===== src/hdl/sdc_pkg.sv =====
package sdc_pkg;
  // register byte addresses on the plain register port
  localparam logic [15:0] MEM_CTL_LOW_ADDR   = 16'h8400;
  localparam logic [15:0] CLK_OUT_CTL_ADDR   = 16'h8404;
  localparam logic [15:0] SYNC_TIMING_ADDR   = 16'h840C;
  // reset values
  localparam logic [31:0] MEM_CTL_LOW_RESET  = 32'h248C0040;
  localparam logic [13:0] CLK_OUT_CTL_RESET  = 14'h0801;
  localparam logic [2:0]  CAS_LAT_RESET      = 3'h2;
  // memory_control_low field positions
  localparam int          MRS_PROG_BIT       = 0;
  localparam int          RSVD_LOW_BIT       = 1;
  localparam int          REMAP_EN_BIT       = 2;
  localparam int          ROUND_ROBIN_BIT    = 3;
  localparam int          TEST_REFRESH_BIT   = 4;
  localparam int          TWO_CYCLE_BIT      = 5;
  localparam int          STAGGER_LSB        = 6;
  // clock_output_control field positions
  localparam int          CLK_MASK_LSB       = 6;
  localparam int          FB_CLK_MASK_BIT    = 10;
  localparam int          CLK_CTL_WIDTH      = 14;
  // sync_timing_reg field: cas latency in the low bits
  localparam int          CAS_LAT_WIDTH      = 3;
  // memory clock enable divider (core clocks per memory clock)
  localparam logic [2:0]  MEM_CLK_DIV        = 3'h4;
  // remap window
  localparam logic [31:0] REMAP_WIN_OFFSET   = 32'h0040_0000;
  localparam logic [31:0] REMAP_WIN_SIZE     = 32'h0002_0000;
  localparam logic [31:0] REMAP_PHYS_BASE    = 32'h000A_0000;
  // memory command codes and mode word layout
  localparam logic [2:0]  CMD_NOP            = 3'h0;
  localparam logic [2:0]  CMD_REFRESH        = 3'h1;
  localparam logic [2:0]  CMD_MODE_SET       = 3'h2;
  localparam int          MODE_CAS_LSB       = 4;
  localparam int          MEM_ADDR_WIDTH     = 12;
  // requester grant bit positions
  localparam int          GNT_CPU            = 0;
  localparam int          GNT_GFX            = 1;
  localparam int          GNT_DISP_LO        = 2;
  localparam int          GNT_DISP_HI        = 3;

  typedef enum logic [3:0] {
    SEQ_IDLE  = 4'b0001,
    SEQ_SETUP = 4'b0010,
    SEQ_CMD   = 4'b0100,
    SEQ_GAP   = 4'b1000
  } sdc_seq_state_t;
endpackage : sdc_pkg


===== src/hdl/sdc_seq_if.sv =====
`timescale 1ns/10ps
interface sdc_seq_if;
  import sdc_pkg::*;
  logic                      memClkEn;
  logic                      refreshReq;
  logic                      modeSetReq;
  logic [1:0]                stagger;
  logic                      twoCycle;
  logic [CAS_LAT_WIDTH-1:0]  casLat;
  logic                      memCsN;
  logic [2:0]                memCmd;
  logic [1:0]                memBank;
  logic [MEM_ADDR_WIDTH-1:0] memAddr;
  logic                      busy;

  modport ctrl (output memClkEn, refreshReq, modeSetReq, stagger, twoCycle, casLat,
                input  memCsN, memCmd, memBank, memAddr, busy);
  modport seq  (input  memClkEn, refreshReq, modeSetReq, stagger, twoCycle, casLat,
                output memCsN, memCmd, memBank, memAddr, busy);
endinterface : sdc_seq_if


===== src/hdl/sdc_cmd_seq.sv =====
`timescale 1ns/10ps
module sdc_cmd_seq
  import sdc_pkg::*;
(
  // clock and reset
  input  wire logic ref_clk,
  input  wire logic resetn,
  // controller side
  sdc_seq_if.seq    seq
);
  sdc_seq_state_t state;
  sdc_seq_state_t next_state;
  logic           refPend;
  logic           modePend;
  logic           isMode;
  logic           next_isMode;
  logic [1:0]     bank;
  logic [1:0]     next_bank;
  logic [2:0]     gapCnt;
  logic [2:0]     next_gapCnt;
  logic [2:0]     gapLen;
  logic           takeWork;

  // stagger code to memory clocks between bank refreshes
  always_comb begin
    case (seq.stagger)
      2'h0:    gapLen = 3'h0;
      2'h1:    gapLen = 3'h1;
      2'h2:    gapLen = 3'h2;
      default: gapLen = 3'h4;
    endcase
  end

  // next state, evaluated on memory clock enables only
  always_comb begin
    next_state  = state;
    next_isMode = isMode;
    next_bank   = bank;
    next_gapCnt = gapCnt;
    takeWork    = 1'b0;
    case (state)
      SEQ_IDLE: begin
        if (modePend || refPend) begin
          takeWork    = 1'b1;
          next_isMode = modePend; // mode set goes ahead of a waiting refresh
          next_bank   = 2'h0;
          next_state  = seq.twoCycle ? SEQ_SETUP : SEQ_CMD;
        end
      end
      SEQ_SETUP: next_state = SEQ_CMD;
      SEQ_CMD: begin
        if (isMode || bank == 2'h3) begin
          next_state = SEQ_IDLE;
        end else if (gapLen == 3'h0) begin
          next_bank = bank + 2'h1;
        end else begin
          next_gapCnt = gapLen - 3'h1;
          next_state  = SEQ_GAP;
        end
      end
      SEQ_GAP: begin
        if (gapCnt == 3'h0) begin
          next_bank  = bank + 2'h1;
          next_state = SEQ_CMD;
        end else begin
          next_gapCnt = gapCnt - 3'h1;
        end
      end
      default: next_state = SEQ_IDLE;
    endcase
  end

  // pending requests; a new request beats the take in the same cycle
  always_ff @(posedge ref_clk or negedge resetn) begin
    if (!resetn) begin
      refPend  <= 1'b0;
      modePend <= 1'b0;
    end else begin
      if (seq.refreshReq) refPend <= 1'b1;
      else if (seq.memClkEn && takeWork && !modePend) refPend <= 1'b0;
      if (seq.modeSetReq) modePend <= 1'b1;
      else if (seq.memClkEn && takeWork) modePend <= 1'b0;
    end
  end

  // state and registered pin drive
  always_ff @(posedge ref_clk or negedge resetn) begin
    if (!resetn) begin
      state       <= SEQ_IDLE;
      isMode      <= 1'b0;
      bank        <= 2'h0;
      gapCnt      <= 3'h0;
      seq.memCsN  <= 1'b1;
      seq.memCmd  <= CMD_NOP;
      seq.memBank <= 2'h0;
      seq.memAddr <= '0;
      seq.busy    <= 1'b0;
    end else if (seq.memClkEn) begin
      state       <= next_state;
      isMode      <= next_isMode;
      bank        <= next_bank;
      gapCnt      <= next_gapCnt;
      seq.busy    <= (next_state != SEQ_IDLE);
      seq.memCsN  <= (next_state != SEQ_CMD); // address leads select by a clock in setup
      seq.memCmd  <= (next_state == SEQ_CMD) ? (next_isMode ? CMD_MODE_SET : CMD_REFRESH) : CMD_NOP;
      seq.memBank <= next_bank;
      // mode word carries the programmed latency
      seq.memAddr <= next_isMode ? (MEM_ADDR_WIDTH'(seq.casLat) << MODE_CAS_LSB) : '0;
    end
  end

  setup_lead_a: assert property (@(posedge ref_clk) disable iff (!resetn)
    (seq.memClkEn && state == SEQ_SETUP) |=> (!seq.memCsN && seq.memCmd != CMD_NOP))
    else $error("select did not follow the address setup clock");
  mode_latency_a: assert property (@(posedge ref_clk) disable iff (!resetn)
    (seq.memCmd == CMD_MODE_SET) |-> (seq.memAddr[MODE_CAS_LSB +: CAS_LAT_WIDTH] == seq.casLat))
    else $error("mode set word lacks the latency setting");
  stagger_zero_a: assert property (@(posedge ref_clk) disable iff (!resetn)
    (seq.memClkEn && state == SEQ_CMD && !isMode && bank != 2'h3 && seq.stagger == 2'h0)
      |=> (!seq.memCsN && seq.memBank == $past(bank) + 2'h1))
    else $error("zero stagger left a gap between banks");
  cover_refresh_c: cover property (@(posedge ref_clk) disable iff (!resetn)
    seq.memCmd == CMD_REFRESH && seq.memBank == 2'h3);
  cover_mode_c: cover property (@(posedge ref_clk) disable iff (!resetn)
    seq.memCmd == CMD_MODE_SET && seq.twoCycle);
endmodule : sdc_cmd_seq


===== src/hdl/sdc_ctrl_top.sv =====
// Added by the designer: the address-and-strobe port.
`timescale 1ns/10ps
// Overview of operation
// - refresh commands to four banks spaced by 0, 1, 2 or 4 memory clocks
// - two cycle setup drives the address one memory clock before select
// - setting the test refresh bit raises one refresh request
// - round robin mode rotates cpu, graphics and low display at equal priority
// - fixed mode puts cpu above graphics and low display
// - urgent display requests always win in either mode
// - remap enable maps the window above config base onto A0000 to BFFFF
// - programming bit issues a mode set carrying the latency setting
// - mode programming starts only on a written zero to one change
// - feedback clock pin driven while its mask bit is zero
// - each of four memory clock pins driven while its mask bit is zero
// - clock output register resets to 801h, bits 31 to 14 read zero
module sdc_ctrl_top
  import sdc_pkg::*;
(
  // clock and reset
  input  wire logic                      ref_clk,
  input  wire logic                      resetn,
  // register port
  input  wire logic [15:0]               busAddr,
  input  wire logic [31:0]               busWrData,
  input  wire logic                      busWr,
  input  wire logic                      busRd,
  output var  logic [31:0]               busRdData,
  // refresh interval tick from the refresh timer
  input  wire logic                      refreshTick,
  // internal bus requesters and grant
  input  wire logic                      cpuReq,
  input  wire logic                      gfxReq,
  input  wire logic                      dispLoReq,
  input  wire logic                      dispHiReq,
  output var  logic [3:0]                grant,
  // address remap
  input  wire logic [31:0]               configBase,
  input  wire logic [31:0]               reqAddr,
  output var  logic                      remapHit,
  output var  logic [31:0]               remapAddr,
  // memory command pins
  output var  logic                      memCsN,
  output var  logic [2:0]                memCmd,
  output var  logic [1:0]                memBank,
  output var  logic [MEM_ADDR_WIDTH-1:0] memAddr,
  // memory clock pin enables
  output var  logic [3:0]                memClkOe,
  output var  logic                      fbClkOe
);
  logic [31:0]              memCtlLow;
  logic [CLK_CTL_WIDTH-1:0] clkOutCtl;
  logic [CAS_LAT_WIDTH-1:0] casLat;
  logic                     wrLow;
  logic                     modeStart;
  logic                     testPrev;
  logic                     testRefPulse;
  logic [2:0]               divCnt;
  logic                     memClkEn;
  logic [1:0]               lastLo;
  logic [3:0]               next_grant;
  logic [31:0]              winOffset;
  sdc_seq_if                seqBus ();

  assign wrLow = busWr && (busAddr == MEM_CTL_LOW_ADDR);

  // register writes; the reserved low bit is never stored
  always_ff @(posedge ref_clk or negedge resetn) begin
    if (!resetn) begin
      memCtlLow <= MEM_CTL_LOW_RESET;
      clkOutCtl <= CLK_OUT_CTL_RESET;
      casLat    <= CAS_LAT_RESET;
    end else if (busWr) begin
      case (busAddr)
        MEM_CTL_LOW_ADDR: begin
          memCtlLow               <= busWrData;
          memCtlLow[RSVD_LOW_BIT] <= 1'b0;
        end
        CLK_OUT_CTL_ADDR: clkOutCtl <= busWrData[CLK_CTL_WIDTH-1:0];
        SYNC_TIMING_ADDR: casLat    <= busWrData[CAS_LAT_WIDTH-1:0];
        default: ;
      endcase
    end
  end

  // read data stands for the one cycle after the strobe only
  always_ff @(posedge ref_clk or negedge resetn) begin
    if (!resetn) begin
      busRdData <= 32'h0000_0000;
    end else if (busRd) begin
      case (busAddr)
        MEM_CTL_LOW_ADDR: busRdData <= memCtlLow;
        CLK_OUT_CTL_ADDR: busRdData <= {18'h0_0000, clkOutCtl}; // upper bits read zero
        SYNC_TIMING_ADDR: busRdData <= {29'h0000_0000, casLat};
        default:          busRdData <= 32'h0000_0000;
      endcase
    end else begin
      busRdData <= 32'h0000_0000;
    end
  end

  // mode set start: written one against stored zero, one cycle wide
  always_ff @(posedge ref_clk or negedge resetn) begin
    if (!resetn) begin
      modeStart <= 1'b0;
    end else begin
      modeStart <= wrLow && busWrData[MRS_PROG_BIT] && !memCtlLow[MRS_PROG_BIT];
    end
  end

  // test refresh fires once per rise of the stored bit; holding it high does not repeat
  always_ff @(posedge ref_clk or negedge resetn) begin
    if (!resetn) begin
      testPrev     <= 1'b0;
      testRefPulse <= 1'b0;
    end else begin
      testPrev     <= memCtlLow[TEST_REFRESH_BIT];
      testRefPulse <= memCtlLow[TEST_REFRESH_BIT] && !testPrev;
    end
  end

  // memory clock rate as a one cycle enable
  always_ff @(posedge ref_clk or negedge resetn) begin
    if (!resetn) begin
      divCnt   <= 3'h0;
      memClkEn <= 1'b0;
    end else begin
      memClkEn <= (divCnt == MEM_CLK_DIV - 3'h1);
      divCnt   <= (divCnt == MEM_CLK_DIV - 3'h1) ? 3'h0 : divCnt + 3'h1;
    end
  end

  // feed the command sequencer
  assign seqBus.memClkEn   = memClkEn;
  assign seqBus.refreshReq = refreshTick || testRefPulse;
  assign seqBus.modeSetReq = modeStart;
  assign seqBus.stagger    = memCtlLow[STAGGER_LSB +: 2]; // single bank setups rely on software writing zero
  assign seqBus.twoCycle   = memCtlLow[TWO_CYCLE_BIT];
  assign seqBus.casLat     = casLat;

  sdc_cmd_seq u_seq (
    .ref_clk (ref_clk),
    .resetn  (resetn),
    .seq     (seqBus)
  );

  assign memCsN  = seqBus.memCsN;
  assign memCmd  = seqBus.memCmd;
  assign memBank = seqBus.memBank;
  assign memAddr = seqBus.memAddr;

  // arbitration: urgent display first, then mode dependent order
  always_comb begin
    next_grant = 4'h0;
    if (dispHiReq) begin
      next_grant[GNT_DISP_HI] = 1'b1;
    end else if (!memCtlLow[ROUND_ROBIN_BIT]) begin
      if (cpuReq) next_grant[GNT_CPU] = 1'b1;
      else if (gfxReq) next_grant[GNT_GFX] = 1'b1;
      else if (dispLoReq) next_grant[GNT_DISP_LO] = 1'b1;
    end else begin
      // rotate from the requester after the last one served
      case (lastLo)
        2'h0: begin
          if (gfxReq) next_grant[GNT_GFX] = 1'b1;
          else if (dispLoReq) next_grant[GNT_DISP_LO] = 1'b1;
          else if (cpuReq) next_grant[GNT_CPU] = 1'b1;
        end
        2'h1: begin
          if (dispLoReq) next_grant[GNT_DISP_LO] = 1'b1;
          else if (cpuReq) next_grant[GNT_CPU] = 1'b1;
          else if (gfxReq) next_grant[GNT_GFX] = 1'b1;
        end
        default: begin
          if (cpuReq) next_grant[GNT_CPU] = 1'b1;
          else if (gfxReq) next_grant[GNT_GFX] = 1'b1;
          else if (dispLoReq) next_grant[GNT_DISP_LO] = 1'b1;
        end
      endcase
    end
  end

  // grant register and rotation pointer
  always_ff @(posedge ref_clk or negedge resetn) begin
    if (!resetn) begin
      grant  <= 4'h0;
      lastLo <= 2'h2;
    end else begin
      grant <= next_grant;
      if (next_grant[GNT_CPU]) lastLo <= 2'h0;
      else if (next_grant[GNT_GFX]) lastLo <= 2'h1;
      else if (next_grant[GNT_DISP_LO]) lastLo <= 2'h2;
    end
  end

  // remap window; unsigned difference also rejects addresses below the window
  assign winOffset = reqAddr - (configBase + REMAP_WIN_OFFSET);

  always_ff @(posedge ref_clk or negedge resetn) begin
    if (!resetn) begin
      remapHit  <= 1'b0;
      remapAddr <= 32'h0000_0000;
    end else begin
      remapHit  <= memCtlLow[REMAP_EN_BIT] && (winOffset < REMAP_WIN_SIZE);
      remapAddr <= REMAP_PHYS_BASE + winOffset;
    end
  end

  // clock pin enables are the inverse of the mask bits
  always_ff @(posedge ref_clk or negedge resetn) begin
    if (!resetn) begin
      memClkOe <= 4'h0;
      fbClkOe  <= 1'b0;
    end else begin
      memClkOe <= ~clkOutCtl[CLK_MASK_LSB +: 4];
      fbClkOe  <= ~clkOutCtl[FB_CLK_MASK_BIT];
    end
  end

  mode_pulse_a: assert property (@(posedge ref_clk) disable iff (!resetn)
    modeStart |=> !modeStart)
    else $error("mode start lasted more than one cycle");
  // the stored bit itself must have gone from zero to one at the write that raised the start
  mode_edge_a: assert property (@(posedge ref_clk) disable iff (!resetn)
    modeStart |-> (memCtlLow[MRS_PROG_BIT] && !$past(memCtlLow[MRS_PROG_BIT])))
    else $error("mode start without a written rising edge");
  urgent_disp_a: assert property (@(posedge ref_clk) disable iff (!resetn)
    dispHiReq |=> (grant == 4'h8))
    else $error("urgent display request not granted");
  fixed_cpu_a: assert property (@(posedge ref_clk) disable iff (!resetn)
    (!memCtlLow[ROUND_ROBIN_BIT] && cpuReq && !dispHiReq && !wrLow) |=> grant[GNT_CPU])
    else $error("fixed order did not favour the processor");
  rr_rotate_a: assert property (@(posedge ref_clk) disable iff (!resetn)
    (memCtlLow[ROUND_ROBIN_BIT] && !wrLow && grant[GNT_CPU] && cpuReq && gfxReq && !dispHiReq)
      |=> grant[GNT_GFX])
    else $error("round robin served the processor twice");
  remap_off_a: assert property (@(posedge ref_clk) disable iff (!resetn)
    !memCtlLow[REMAP_EN_BIT] |=> !remapHit)
    else $error("remap hit while remap disabled");
  // skip the edge right after release: the enables still hold their reset value there
  clk_pins_a: assert property (@(posedge ref_clk) disable iff (!resetn)
    $past(resetn) |-> (memClkOe == ~$past(clkOutCtl[CLK_MASK_LSB +: 4])))
    else $error("clock pin enable does not follow its mask");
  fb_pin_a: assert property (@(posedge ref_clk) disable iff (!resetn)
    $past(resetn) |-> (fbClkOe == !$past(clkOutCtl[FB_CLK_MASK_BIT])))
    else $error("feedback clock enable does not follow its mask");
  rsvd_read_a: assert property (@(posedge ref_clk) disable iff (!resetn)
    (busRd && busAddr == CLK_OUT_CTL_ADDR) |=> (busRdData[31:14] == 18'h0_0000))
    else $error("reserved clock control bits read nonzero");
  test_ref_a: assert property (@(posedge ref_clk) disable iff (!resetn)
    $rose(memCtlLow[TEST_REFRESH_BIT]) |=> testRefPulse ##1 !testRefPulse)
    else $error("test refresh bit gave no single request");
  cover_rr_c: cover property (@(posedge ref_clk) disable iff (!resetn)
    memCtlLow[ROUND_ROBIN_BIT] && grant[GNT_GFX] ##1 grant[GNT_DISP_LO]);
  cover_remap_c: cover property (@(posedge ref_clk) disable iff (!resetn) remapHit);
endmodule : sdc_ctrl_top


===== config.mk =====
export PLATFORM = sky130hd
export DESIGN_NAME = sdc_ctrl_top
export DESIGN_NICKNAME = d
export VERILOG_FILES = /design/src/hdl/sdc_pkg.sv /design/src/hdl/sdc_seq_if.sv /design/src/hdl/sdc_cmd_seq.sv /design/src/hdl/sdc_ctrl_top.sv
export SDC_FILE = /design/constraint.sdc
export NUM_CORES = 1
export LEC_CHECK = 0
export BUFFER_PORTS_ARGS = -buffer_cell sky130_fd_sc_hd__buf_2
export CORE_MARGIN = 4
export CORE_UTILIZATION = 44
export DETAILED_ROUTE_END_ITERATION = 12
export PLACE_DENSITY = 0.77
export SLEW_MARGIN = 40
export SYNTH_ARGS = -nofsm -noshare
export SYNTH_HDL_FRONTEND = slang
export SYNTH_SLANG_ARGS = --single-unit

===== constraint.sdc =====
create_clock -name ref_clk -period 7 [get_ports ref_clk]
set_input_delay 0.35 -clock ref_clk [delete_from_list [all_inputs] [get_ports ref_clk]]
set_output_delay 0.35 -clock ref_clk [all_outputs]
set_load 0.03 [all_outputs]

[After elaboration in Yosys (flattened, before gate mapping)]
Index checks and enable logic that the tools add are counted.
Operators by class
  add/subtract/negate cells: 7
  magnitude comparators: 1
  equality and inequality tests: 20
  multiplexer cells: 46
  bitwise logic cells: 2
  reduce and logical (&&, ||, !) cells: 27
Operators with widths (number)
  $pmux 32 s3: 1
  $eq 16x16->1 const B: 3
  $add 20x32->32 const A: 1
  $add 32x23->32 const B: 1
  $lt 32x18->1 const B: 1
  $mux 32: 1
  $sub 32x32->32: 1
  $mux 3: 8
  $mux 2: 10
  $mux 1: 16
  $mux 4: 4
  $pmux 4 s4: 1
  $pmux 3 s2: 2
  $pmux 3 s3: 1
  $eq 4x3->1 const B: 2
  $logic_and 1x1->1: 7
  $mux 7: 1
  $logic_not 3->1: 2
  $ne 2x1->1 const B: 3
  $ne 2x2->1 const B: 3
  $pmux 2 s3: 1
  $reduce_and 2->1: 3
  $reduce_and 6->1: 1
  $reduce_bool 2->1: 3
  other kinds (17): 26
Storage, ports and cells
  register bits after elaboration: 159
  bits of input ports: 121
  output and inout port bits: 92
  word-level logic and storage cells: 127

[Longest topological paths before layout]
Gate-level depths: netlist of the first run.
  depth in word-level cells: 9
  mapped depth: 21
  depth with buffers taken out: 21

[By module]
A second synthesis of the first run with hierarchy kept.
Unflattened totals
  cells, all modules: 768
  area, all modules: 8195.4 um^2
By module, submodules not included
  sdc_ctrl_top: instances 1, cells each 655, area an instance 7049.3 um^2
  sdc_cmd_seq: instances 1, cells each 113, area an instance 1146.1 um^2

[Worst setup path before layout of the first run]
No wires, ideal clock.
  kind: input -> register
  from: in configBase[1]
  to: reg remapAddr[31]
  setup time: 134 ps
  data arrival time: 3764 ps
  path slack: 3102 ps
  stages on the path: 19
  buffers on the path: 0
  cells stage by stage: inv_1 ha_1 ha_1 fa_1 a211oi_1 o21bai_1 o21ai_2 a21oi_4 o21a_1 nor2_1 ha_1 nand2b_1 mux2i_1 nor2_1 o311ai_0 nor3b_1 and4bb_1 nand4_1 xnor2_1
Between the ends
  cells in the longest elaborated chain, start to end: 3
RTL lines
  start: declaration: RTL line sdc_ctrl_top.sv:37  | input wire logic [31:0] configBase,
  $add 32x23->32: RTL line sdc_ctrl_top.sv:196  | assign winOffset = reqAddr - (configBase + REMAP_WIN_OFFSET);
  $sub 32x32->32: RTL line sdc_ctrl_top.sv:196
  $add 20x32->32: RTL line sdc_ctrl_top.sv:204  | remapAddr <= REMAP_PHYS_BASE + winOffset;
  end signal: assignment: RTL line sdc_ctrl_top.sv:204
  end: declaration: RTL line sdc_ctrl_top.sv:40  | output var logic [31:0] remapAddr,
Every way passes these cells.
A chain may end at the register's enable or synchronous reset.

[Worst setup path after layout of the first run]
Same ends and word-level chain as after synthesis.

==> results of run 1 <==
-- power by group --
| group | internal [mW] | switching [mW] |
|---|---|---|
| registers | 0.963 | 0.0573 |
| clock network | 0.571 | 0.352 |
| logic | 0.286 | 0.505 |
-- cell families (layout without fill, tap and decap cells) --
group | Yosys count | after routing
compound gates | 149 | 149
buf+inv | 99 | 306
xor+xnor | 36 | 36
fa+ha+maj | 66 | 66
other cells | 1 | 12
flops | 149 | 149
mux | 63 | 63
simple gates | 226 | 226
-- stage by stage --
stage                     area, µm²  hold WS (ns)  instances  util, %
final                         10100       -0.0211       1236     55.4
after global routing          10100        0.0294       1236     55.4
after CTS                     10100       0.00326       1234     55.3
after detailed placement       9510         0.385       1202     52.0
after global placement         9500         0.381       1202     52.0
after floorplan                8330        0.0544        798        -
-- sequential cells by signal, indices dropped and copies added, names as in the netlist, 2 cells and up --
signal	cells
clkOutCtl	14
divCnt	3
u_seq.gapCnt	3
memCtlLow	31
u_seq.bank	2
u_seq.seq.memCmd	2
remapAddr	32
casLat	3
u_seq.state	4
memClkOe	4
lastLo	2
u_seq.seq.memAddr	3
busRdData	32
grant	4
-- worst min path at each step --
| stage | cells past startpoint | endpoint |
|---|---|---|
| 6_report | 1 | busRdData[23] |
| 5_1_grt | 1 | busRdData[18] |
| 4_1_cts | 1 | busRdData[18] |
| 3_5_place_dp | 1 | testRefPulse |
| 3_3_place_gp | 1 | testRefPulse |
| 2_1_floorplan | 0 | busRdData[0] |
-- routing by layer --
| metal | global-route usage [%] | part of all wire, % | up-vias |
|---|---|---|---|
| met4 | 6.55 | 2.6 | 0 |
| met3 | 3.86 | 5.1 | 35 |
| met1 | 21.9 | 42 | 2991 |
| met2 | 30.4 | 50 | 188 |
| met5 | 0 | 0 | - |
| li1 | - | - | 3162 |
-- layout by cell type, fill, tap and decap left out, types with 5 or more instances in the layout --
cell type / netlist / routed
a21oi_1: 35 / 35
xor2_1: 12 / 12
clkbuf_16: 0 / 17
nor3_1: 11 / 11
or3_1: 5 / 5
nor4_1: 7 / 7
a21o_1: 15 / 15
conb_1: 1 / 10
nor2_1: 56 / 55
mux2i_1: 15 / 15
o21ai_0: 33 / 33
inv_1: 67 / 67
and3_1: 8 / 7
xnor2_1: 23 / 23
ha_1: 65 / 65
buf_2: 6 / 201
and2_1: 25 / 25
a211oi_1: 5 / 5
nand3_1: 11 / 11
o2bb2ai_1: 5 / 5
nand4_1: 6 / 6
o21a_1: 8 / 8
dfstp_2: 12 / 12
nor3b_1: 8 / 8
nor2b_1: 8 / 8
nand2b_1: 6 / 6
nand2_1: 51 / 51
mux2_2: 48 / 48
dfrtp_1: 137 / 137
-- area by class of cell --
cell class | count | area [µm²]
clock inverter | 12 | 151
antenna | 2 | 5.00
sequential | 149 | 3740
multi-input combinational | 550 | 4180
fill | 1629 | 8150
tap | 229 | 287
clock buffer | 20 | 447
timing repair buffer | 206 | 1050
inverter | 68 | 255
==> results by group, run 1 <==
Run status
  • Outcome: complete, but fails checks
  • Failing checks: hold timing

Synthesis
  • Top cells by area, synth: dfrtp_1, ha_1, mux2_2
  • Synth top cells by count: dfrtp_1, inv_1, ha_1
  • Most common cell in the netlist: dfrtp_1
  • Post-synth cell types: 76
  • Synth Instances: 789
  • Cell taking the most area after synthesis: dfrtp_1
  • Asr flop ratio synth: 100%
  • Mapped Area: 0.00830 mm²
  • Post-synth top flop: dfrtp_1
  • Synthesis warning total: 0
  • Post-synthesis mux area share: 8.32%
  • Top-area cell type share of the netlist area: 41.3%
  • Xor/xnor cell area share of the yosys netlist: 4.02%
  • Simple-gate share of the synthesized area: 14.7%
  • Register area share after synthesis: 45.1%
  • Adder-cell share of the synthesized area: 10.0%
  • Number of synthesized flops with an enable pin: 0
  • Largest family of logic cells by synthesized area: simple AND/OR/NAND/NOR gates
  • Synth Register Bits: 149
  • Synth Area in Compound Gates: 12.6%
  • Synth Area per Inst: 10.5 µm²

Floorplan
  • Top Ports: 213
  • Site row count: 49
  • Die Footprint: 0.0211 mm²
  • Core area: 0.0183 mm²
  • Initial core utilization: 45.4%
  • Die width: 145 µm
  • Die Ht: 145 µm

Timing
  • RSZ-0062 raised after global routing: false
  • Worst hold slack: -0.0211 ns
  • Final setup margin: 2.96 ns
  • Tcrit/Tclk final: 57.6%
  • Layout Skew: 0.00689 ns
  • Setup violators final: 0
  • Min cycle time layout: 4.04 ns
  • Worst slew pin tran: 0.741 ns
  • Worst slew margin: 49.9%
  • Final Max Slew Viols: 0
  • FMAX: 248 MHz
  • Fin. Hold Viols: 40
  • Setup TNS: 0 ns

Critical path
  • Kind of critical path: in2reg
  • Crit path to: remapAddr[31]
  • Reg2reg path depth: 4
  • Worst reg2reg startpoint: u_seq.state[1]
  • Most used cell, CP: ha_1
  • Crit path max-delay cell type: fa_1
  • Kind of cell adding the most delay to the critical path: compound AO/OA/AOI/OAI gates
  • Worst-path cell chain: buf_2 > inv_1 > ha_1 > ha_1 > fa_1 > a211oi_1 > o21bai_1 > o21ai_2 > a21oi_4 > o21a_1 > nor2_1 > ha_1 > nand2b_1 > mux2i_1 > nor2_1 > o311ai_0 > nor3b_1 > and4bb_1 > nand4_1 > xnor2_1
  • R2R Setup Slk: 4.35 ns
  • CP required: 7.28 ns
  • CP max FO: 8
  • CP Buf/Inv Count: 2
  • Crit path launch: configBase[1]
  • Setup crit end kind: register
  • Startpoint Class: input pin
  • CP peak stage delay: 0.43 ns
  • Arrival @ worst endpoint: 4.32 ns
  • Critical R2R Capture: u_seq.gapCnt[0]
  • Worst path depth: 20

Detailed routing
  • DR iter-0 viols: 225
  • Detailed Routing Iterations Pass 1: 5
  • Drt wl/cell: 15.0 µm
  • WL final: 18.5 mm
  • Post-route ant nets: 0
  • Routed via count: 6376
  • Vias per inst: 5.16
  • # DRC: 0

Clocking
  • CTS max path bufs: 2
  • Later-pin clock latency in the skew report: 0.42 ns
  • Post-CTS resize count: 0
  • TritonCTS Buffers: 17
  • CTS tree: yes
  • Clock-pin slew on the worst setup and hold paths: 0.06 ns
  • Clock Root Buffer: clkbuf_16
  • H-tree Lvls: 4
  • Post-CTS Setup Bufs: 0
  • Total clock sinks: 149
  • Hold bufs inserted after CTS: 0

Final layout
  • Final net count: 1179
  • Area Growth Syn to Fin: 22.0%
  • Share of layout cells above drive strength 1: 32.1%

Pwr
  • Total Power: 2.73 mW
  • PwrDens: 270 mW/mm²
  • Worst vdd ir: 0.158 mV
  • Leakage: 5.26 nW

Run
  • Max Cap Viol: 0

Global routing
  • Vias in the first global route: 6265
  • Pin count of the biggest net entering global routing: 85
  • Total global-route track usage: 17.7%
  • Antenna violations before repair: 2
  • Total gr overflow: 0
  • First-pass GRT wire length: 30.8 mm

Hold path
  • Worst min path class: in2async

Placed design
  • Worst slack, placed: 2.56 ns
  • Port Buffer Count: 202
  • Dpl hpwl: 14.2 mm
  • Routability congestion estimate: 0.873
Power figures use the tool's default switching activity.
==> run 2: changes to the inputs <==
==> constraint.sdc (replaced) <==
create_clock -name ref_clk -period 4 [get_ports ref_clk]
set_input_delay 0.2 -clock ref_clk [delete_from_list [all_inputs] [get_ports ref_clk]]
set_output_delay 0.2 -clock ref_clk [all_outputs]
set_load 0.03 [all_outputs]
==> results by group, run 2 (synthesized netlist as in run 1, its figures left out) <==
Run status
  • Outcome: finished clean

Pwr
  • Clock power frac: 32.6%
  • Int Pwr: 3.16 mW
  • Combinational power share: 29.8%
  • Worst vdd ir: 0.277 mV
  • Seq pwr share: 37.6%
  • P_sw: 1.59 mW
  • PwrDens: 460 mW/mm²
  • Leakage: 5.36 nW
  • Net Sw Frac: 33.4%

Final layout
  • Commonest non-fill, non-tap cells in the layout: buf_2, dfrtp_1, inv_1
  • Ant. Diodes: 0
  • Share of layout cells above drive strength 1: 32.4%
  • Design Area, Final: 0.0103 mm²
  • Final net count: 1203
  • Leading cell type in the layout, fill and taps excluded: buf_2
  • Non-filler cells in the finished layout: 1258
  • Biggest regs: busRdData: 32 flops, remapAddr: 32 flops, memCtlLow: 31 flops
  • Area Growth Syn to Fin: 24.2%

Critical path
  • Worst reg2reg startpoint: u_seq.state[1]
  • CP max FO: 7
  • Arrival @ worst endpoint: 3.91 ns
  • R2R Setup Slk: 1.63 ns
  • Reg2reg path depth: 4
  • Critical R2R Capture: u_seq.gapCnt[0]
  • Crit path launch: configBase[9]
  • CP required: 4.29 ns
  • Kind of critical path: in2reg
  • Setup crit end kind: register
  • Crit path to: remapAddr[31]
  • Startpoint Class: input pin

Detailed routing
  • DR iter-0 viols: 300
  • Detailed Routing Iterations Pass 1: 5
  • Drt wl/cell: 15.2 µm
  • Routed via count: 6448
  • Post-route ant nets: 0
  • # DRC: 0
  • WL final: 19.1 mm
  • Vias per inst: 5.13

Global routing
  • First-pass GRT wire length: 31.5 mm
  • Pin count of the biggest net entering global routing: 101
  • Total global-route track usage: 18.1%
  • Vias in the first global route: 6440
  • Total gr overflow: 0
  • Antenna violations before repair: 0

Floorplan
  • Core area: 0.0183 mm²
  • Die width: 145 µm
  • Initial core utilization: 45.4%
  • Die Ht: 145 µm
  • Die Footprint: 0.0211 mm²
  • Site row count: 49
  • Top Ports: 213

Clocking
  • TritonCTS Buffers: 17
  • Clock-pin slew on the worst setup and hold paths: 0.06 ns
  • Later-pin clock latency in the skew report: 0.42 ns
  • Clock Root Buffer: clkbuf_16
  • H-tree Lvls: 4
  • Total clock sinks: 149
  • CTS max path bufs: 2
  • Post-CTS Setup Bufs: 0
  • CTS tree: yes

Timing
  • Min cycle time layout: 3.62 ns
  • Fin. Hold Viols: 0
  • FMAX: 277 MHz
  • Final Max Slew Viols: 0
  • RSZ-0062 raised after global routing: false
  • Tcrit/Tclk final: 90.4%
  • Worst slew margin: 54.8%
  • Setup violators final: 0
  • Layout Skew: 0.00640 ns
  • Worst slew pin tran: 0.677 ns

Placed design
  • Placed inst area: 0.00960 mm²
  • Port Buffer Count: 202
  • Dpl hpwl: 14.4 mm
  • Routability congestion estimate: 0.893
  • Cells after DPL: 1214

Run
  • Max Cap Viol: 0

Hold path
  • Worst min path class: in2reg
-- run 2: changes by cell type in the layout (fill, tap and decap cells not counted), moves of 2 or more --
cell,change
buf_4,+13
inv_6,-2
buf_6,-2
clkbuf_1,+3
dlygate4sd3_1,+11
diode_2,-2
nor4b_2,+2
-- run 2: power by group through the flow --
stage / logic [mW] / clock network (mW) / registers (mW)
after floorplan: 0.744 / 0 / 2.04
after global placement: 1.37 / 0 / 1.80
after detailed placement: 1.39 / 0 / 1.80
after CTS: 1.41 / 1.57 / 1.78
after global routing: 1.55 / 1.64 / 1.80
final: 1.41 / 1.55 / 1.79
-- run 2: final cells by class --
type,count,area [µm²]
timing repair buffer,230,1270
tap,229,287
clock buffer,24,472
fill,1598,7960
clock inverter,8,100
sequential,149,3740
multi-input combinational,550,4180
inverter,68,255
-- run 2: metrics by stage --
step / util, % / setup TNS (ns) / power (mW) / hold slack, ns / setup slack [ns]
4_1_cts: 56.3 / 0 / 4.77 / 0.0000338 / 0.402
6_report: 56.4 / 0 / 4.74 / 0.0151 / 0.383
3_5_place_dp: 52.5 / -0.0209 / 3.20 / 0.298 / -0.0209
3_3_place_gp: 52.5 / 0 / 3.17 / 0.359 / 0.110
2_1_floorplan: - / 0 / 2.78 / -0.0956 / 0.252
5_1_grt: 56.4 / 0 / 4.99 / 0.00863 / 0.108
-- run 2: critical path: stages --
cell      delay [ns]
buf_2           0.08
inv_1           0.03
ha_1            0.29
ha_1            0.40
a21o_1          0.22
a31oi_1         0.24
inv_1           0.09
o31ai_1         0.38
nor3b_1         0.51
nor2_1          0.11
ha_1            0.25
nand2b_1        0.18
o311ai_0        0.38
nor3b_1         0.11
and4bb_1        0.24
nand4_1         0.12
xnor2_1         0.07
-- run 2: worst min-delay path by stage --
| stage | from | slack [ns] | cells past startpoint | to |
|---|---|---|---|---|
| floorplan | resetn | -0.1 | 0 | busRdData[0] |
| global placement | resetn | 0.36 | 1 | busRdData[18] |
| detailed placement | resetn | 0.30 | 1 | busRdData[23] |
| CTS | busWrData[28] | 0.00003 | 2 | memCtlLow[28] |
| global route | busWrData[28] | 0.009 | 2 | memCtlLow[28] |
| finish | busWrData[28] | 0.02 | 2 | memCtlLow[28] |
-- run 2: routing by layer --
layer | track usage [%] | routed length (µm) | vias up
met4 | 5.60 | 315 | 0
met1 | 22.2 | 8030 | 3034
met3 | 4.14 | 971 | 27
met5 | 0 | 0 | -
li1 | - | - | 3207
met2 | 31.6 | 9770 | 180
-- run 2: timing repair --
action | 4_1_cts | 5_1_grt
resized for setup | 0 | 0
hold endpoints to repair | 100 | 0
hold buffers | 11 | 0
==> run 3: changes to the inputs <==
--- a/config.mk
+++ b/config.mk
@@ -5,9 +5,10 @@
 export SDC_FILE = /design/constraint.sdc
 export NUM_CORES = 1
 export LEC_CHECK = 0
-export BUFFER_PORTS_ARGS = -buffer_cell sky130_fd_sc_hd__buf_2
+export BUFFER_PORTS_ARGS = -buffer_cell sky130_fd_sc_hd__buf_4
 export CORE_MARGIN = 4
 export CORE_UTILIZATION = 44
+export CTS_BUF_LIST = sky130_fd_sc_hd__clkbuf_2 sky130_fd_sc_hd__clkbuf_4 sky130_fd_sc_hd__clkbuf_8
 export DETAILED_ROUTE_END_ITERATION = 12
 export PLACE_DENSITY = 0.77
 export SLEW_MARGIN = 40
==> results by group, run 3 (synthesized netlist as in run 1, its figures left out) <==
Placed design
  • Cells after DPL: 1215
  • Port Buffer Count: 202
  • Placed inst area: 0.0101 mm²
  • Dpl hpwl: 14.9 mm
  • Routability congestion estimate: 0.920

Global routing
  • Vias in the first global route: 6726
  • First-pass GRT wire length: 32.9 mm
  • Total global-route track usage: 18.8%
  • Pin count of the biggest net entering global routing: 90
  • Antenna violations before repair: 0
  • Total gr overflow: 0

Timing
  • Min cycle time layout: 3.62 ns
  • Final Max Slew Viols: 0
  • Layout Skew: 0.0106 ns
  • Worst slew pin tran: 0.692 ns
  • RSZ-0062 raised after global routing: false
  • Tcrit/Tclk final: 90.4%
  • Setup violators final: 0
  • Fin. Hold Viols: 0
  • FMAX: 276 MHz
  • Worst slew margin: 53.8%

Critical path
  • Setup crit end kind: register
  • Kind of cell adding the most delay to the critical path: compound AO/OA/AOI/OAI gates
  • Crit path max-delay cell type: o31ai_1
  • CP required: 4.30 ns
  • Worst-path cell chain: buf_4 > inv_1 > ha_1 > ha_1 > a21o_1 > a31oi_1 > inv_1 > o31ai_1 > a21boi_0 > nor2_1 > ha_1 > nand2b_1 > mux2i_1 > nor2_1 > o311ai_0 > nor3b_1 > and4bb_1 > nand4_1 > xnor2_1
  • Kind of critical path: in2reg
  • CP max FO: 7
  • CP Buf/Inv Count: 3
  • Startpoint Class: input pin
  • Arrival @ worst endpoint: 3.92 ns
  • Most used cell, CP: ha_1
  • CP peak stage delay: 0.41 ns

Pwr
  • Total Power: 4.54 mW
  • PwrDens: 418 mW/mm²
  • Worst vdd ir: 0.291 mV
  • Leakage: 5.51 nW

Clocking
  • Post-CTS resize count: 0
  • Post-CTS Setup Bufs: 0
  • Hold bufs inserted after CTS: 31
  • Later-pin clock latency in the skew report: 0.43 ns
  • Total clock sinks: 149
  • CTS max path bufs: 2
  • TritonCTS Buffers: 17
  • Clock Root Buffer: clkbuf_8
  • Clock-pin slew on the worst setup and hold paths: 0.08 ns
  • H-tree Lvls: 4
  • CTS tree: yes

Final layout
  • Share of layout cells above drive strength 1: 32.1%
  • Fill count: 1540
  • Post-layout util: 59.5%
  • Commonest non-fill, non-tap cells in the layout: buf_4, dfrtp_1, inv_1
  • Final net count: 1226
  • Non-filler cells in the finished layout: 1281
  • Ant. Diodes: 0
  • Biggest regs: busRdData: 32 flops, remapAddr: 32 flops, memCtlLow: 31 flops
  • Leading cell type in the layout, fill and taps excluded: buf_4
  • Design Area, Final: 0.0109 mm²
  • Area Growth Syn to Fin: 31.0%

Detailed routing
  • DR iter-0 viols: 286
  • WL final: 19.9 mm
  • # DRC: 0
  • Drt wl/cell: 15.5 µm
  • Post-route ant nets: 0
  • Detailed Routing Iterations Pass 1: 4
  • Routed via count: 6635
  • Vias per inst: 5.18

Floorplan
  • Top Ports: 213
  • Die width: 145 µm
  • Die Ht: 145 µm
  • Site row count: 49
  • Core area: 0.0183 mm²
  • Die Footprint: 0.0211 mm²
  • Initial core utilization: 45.4%

Hold path
  • Worst min path class: in2reg

Run
  • Max Cap Viol: 0

Run status
  • Outcome: finished clean
run 3: cell types whose count changed in the layout (fill, tap and decap cells not counted), sizes merged:
cell / before / now
buf: 219 / 218
clkinv: 5 / 4
bufinv: 2 / 3
clkbuf: 24 / 22
dlygate4sd3: 11 / 34
clkinvlp: 1 / 4
run 3: power breakdown:
group	internal (mW)	total [mW]	switching [mW]	leakage [nW]
clock	0.657	1.21	0.551	0.203
combinational	0.640	1.55	0.906	3.40
sequential	1.68	1.79	0.106	1.91
total	2.98	4.54	1.56	5.51
run 3: final timing paths:
path	startpoint	end	slack [ns]	cells after the start
setup / recovery	configBase[9]	remapAddr[31]	0.38	19
setup reg to reg	u_seq.state[3]	u_seq.gapCnt[0]	1.67	5
max in group asynchronous	resetn	clkOutCtl[11]	2.67	3
hold reg to reg	testPrev	testRefPulse	0.39	1
min in group asynchronous	resetn	busRdData[23]	0.39	2
hold / removal	configBase[0]	remapAddr[0]	0.03	3
run 3: cell type report:
type                       count  area (µm²)  area share (%)
clock buffer                  21         270            2.48
inverter                      68         255            2.35
timing repair buffer         253        1990            18.3
multi-input combinational    550        4180            38.4
tap                          229         287            2.63
clock inverter                11         151            1.39
sequential                   149        3740            34.4
run 3: worst reg2reg max path, delay by kind of cell, from the launching register on:
kind                   cells  cell delay, ns
multiplexers               1            0.41
AND/OR/NAND/NOR            2            0.37
flip-flops                 1            0.53
AO/OA/AOI/OAI              1            0.69
buffers and inverters      1            0.22
run 3: metrics by stage:
stage	TNS (ns)	hold slack, ns	setup WS [ns]
after floorplan	0	-0.0956	0.252
after global placement	0	0.317	0.125
after detailed placement	-0.107	0.322	-0.0634
after CTS	0	0.000154	0.395
after global routing	0	0.00907	0.0360
final	0	0.0328	0.383
run 3: per-layer routing:
metal | share of wire, % | wire (µm) | GRT usage, % | vias to the layer above
met5 | 0 | 0 | 0 | -
met4 | 2.1 | 414 | 5.56 | 0
met3 | 4.3 | 864 | 3.71 | 30
met2 | 53 | 10500 | 34.3 | 182
met1 | 41 | 8170 | 22.6 | 3179
li1 | - | - | - | 3244
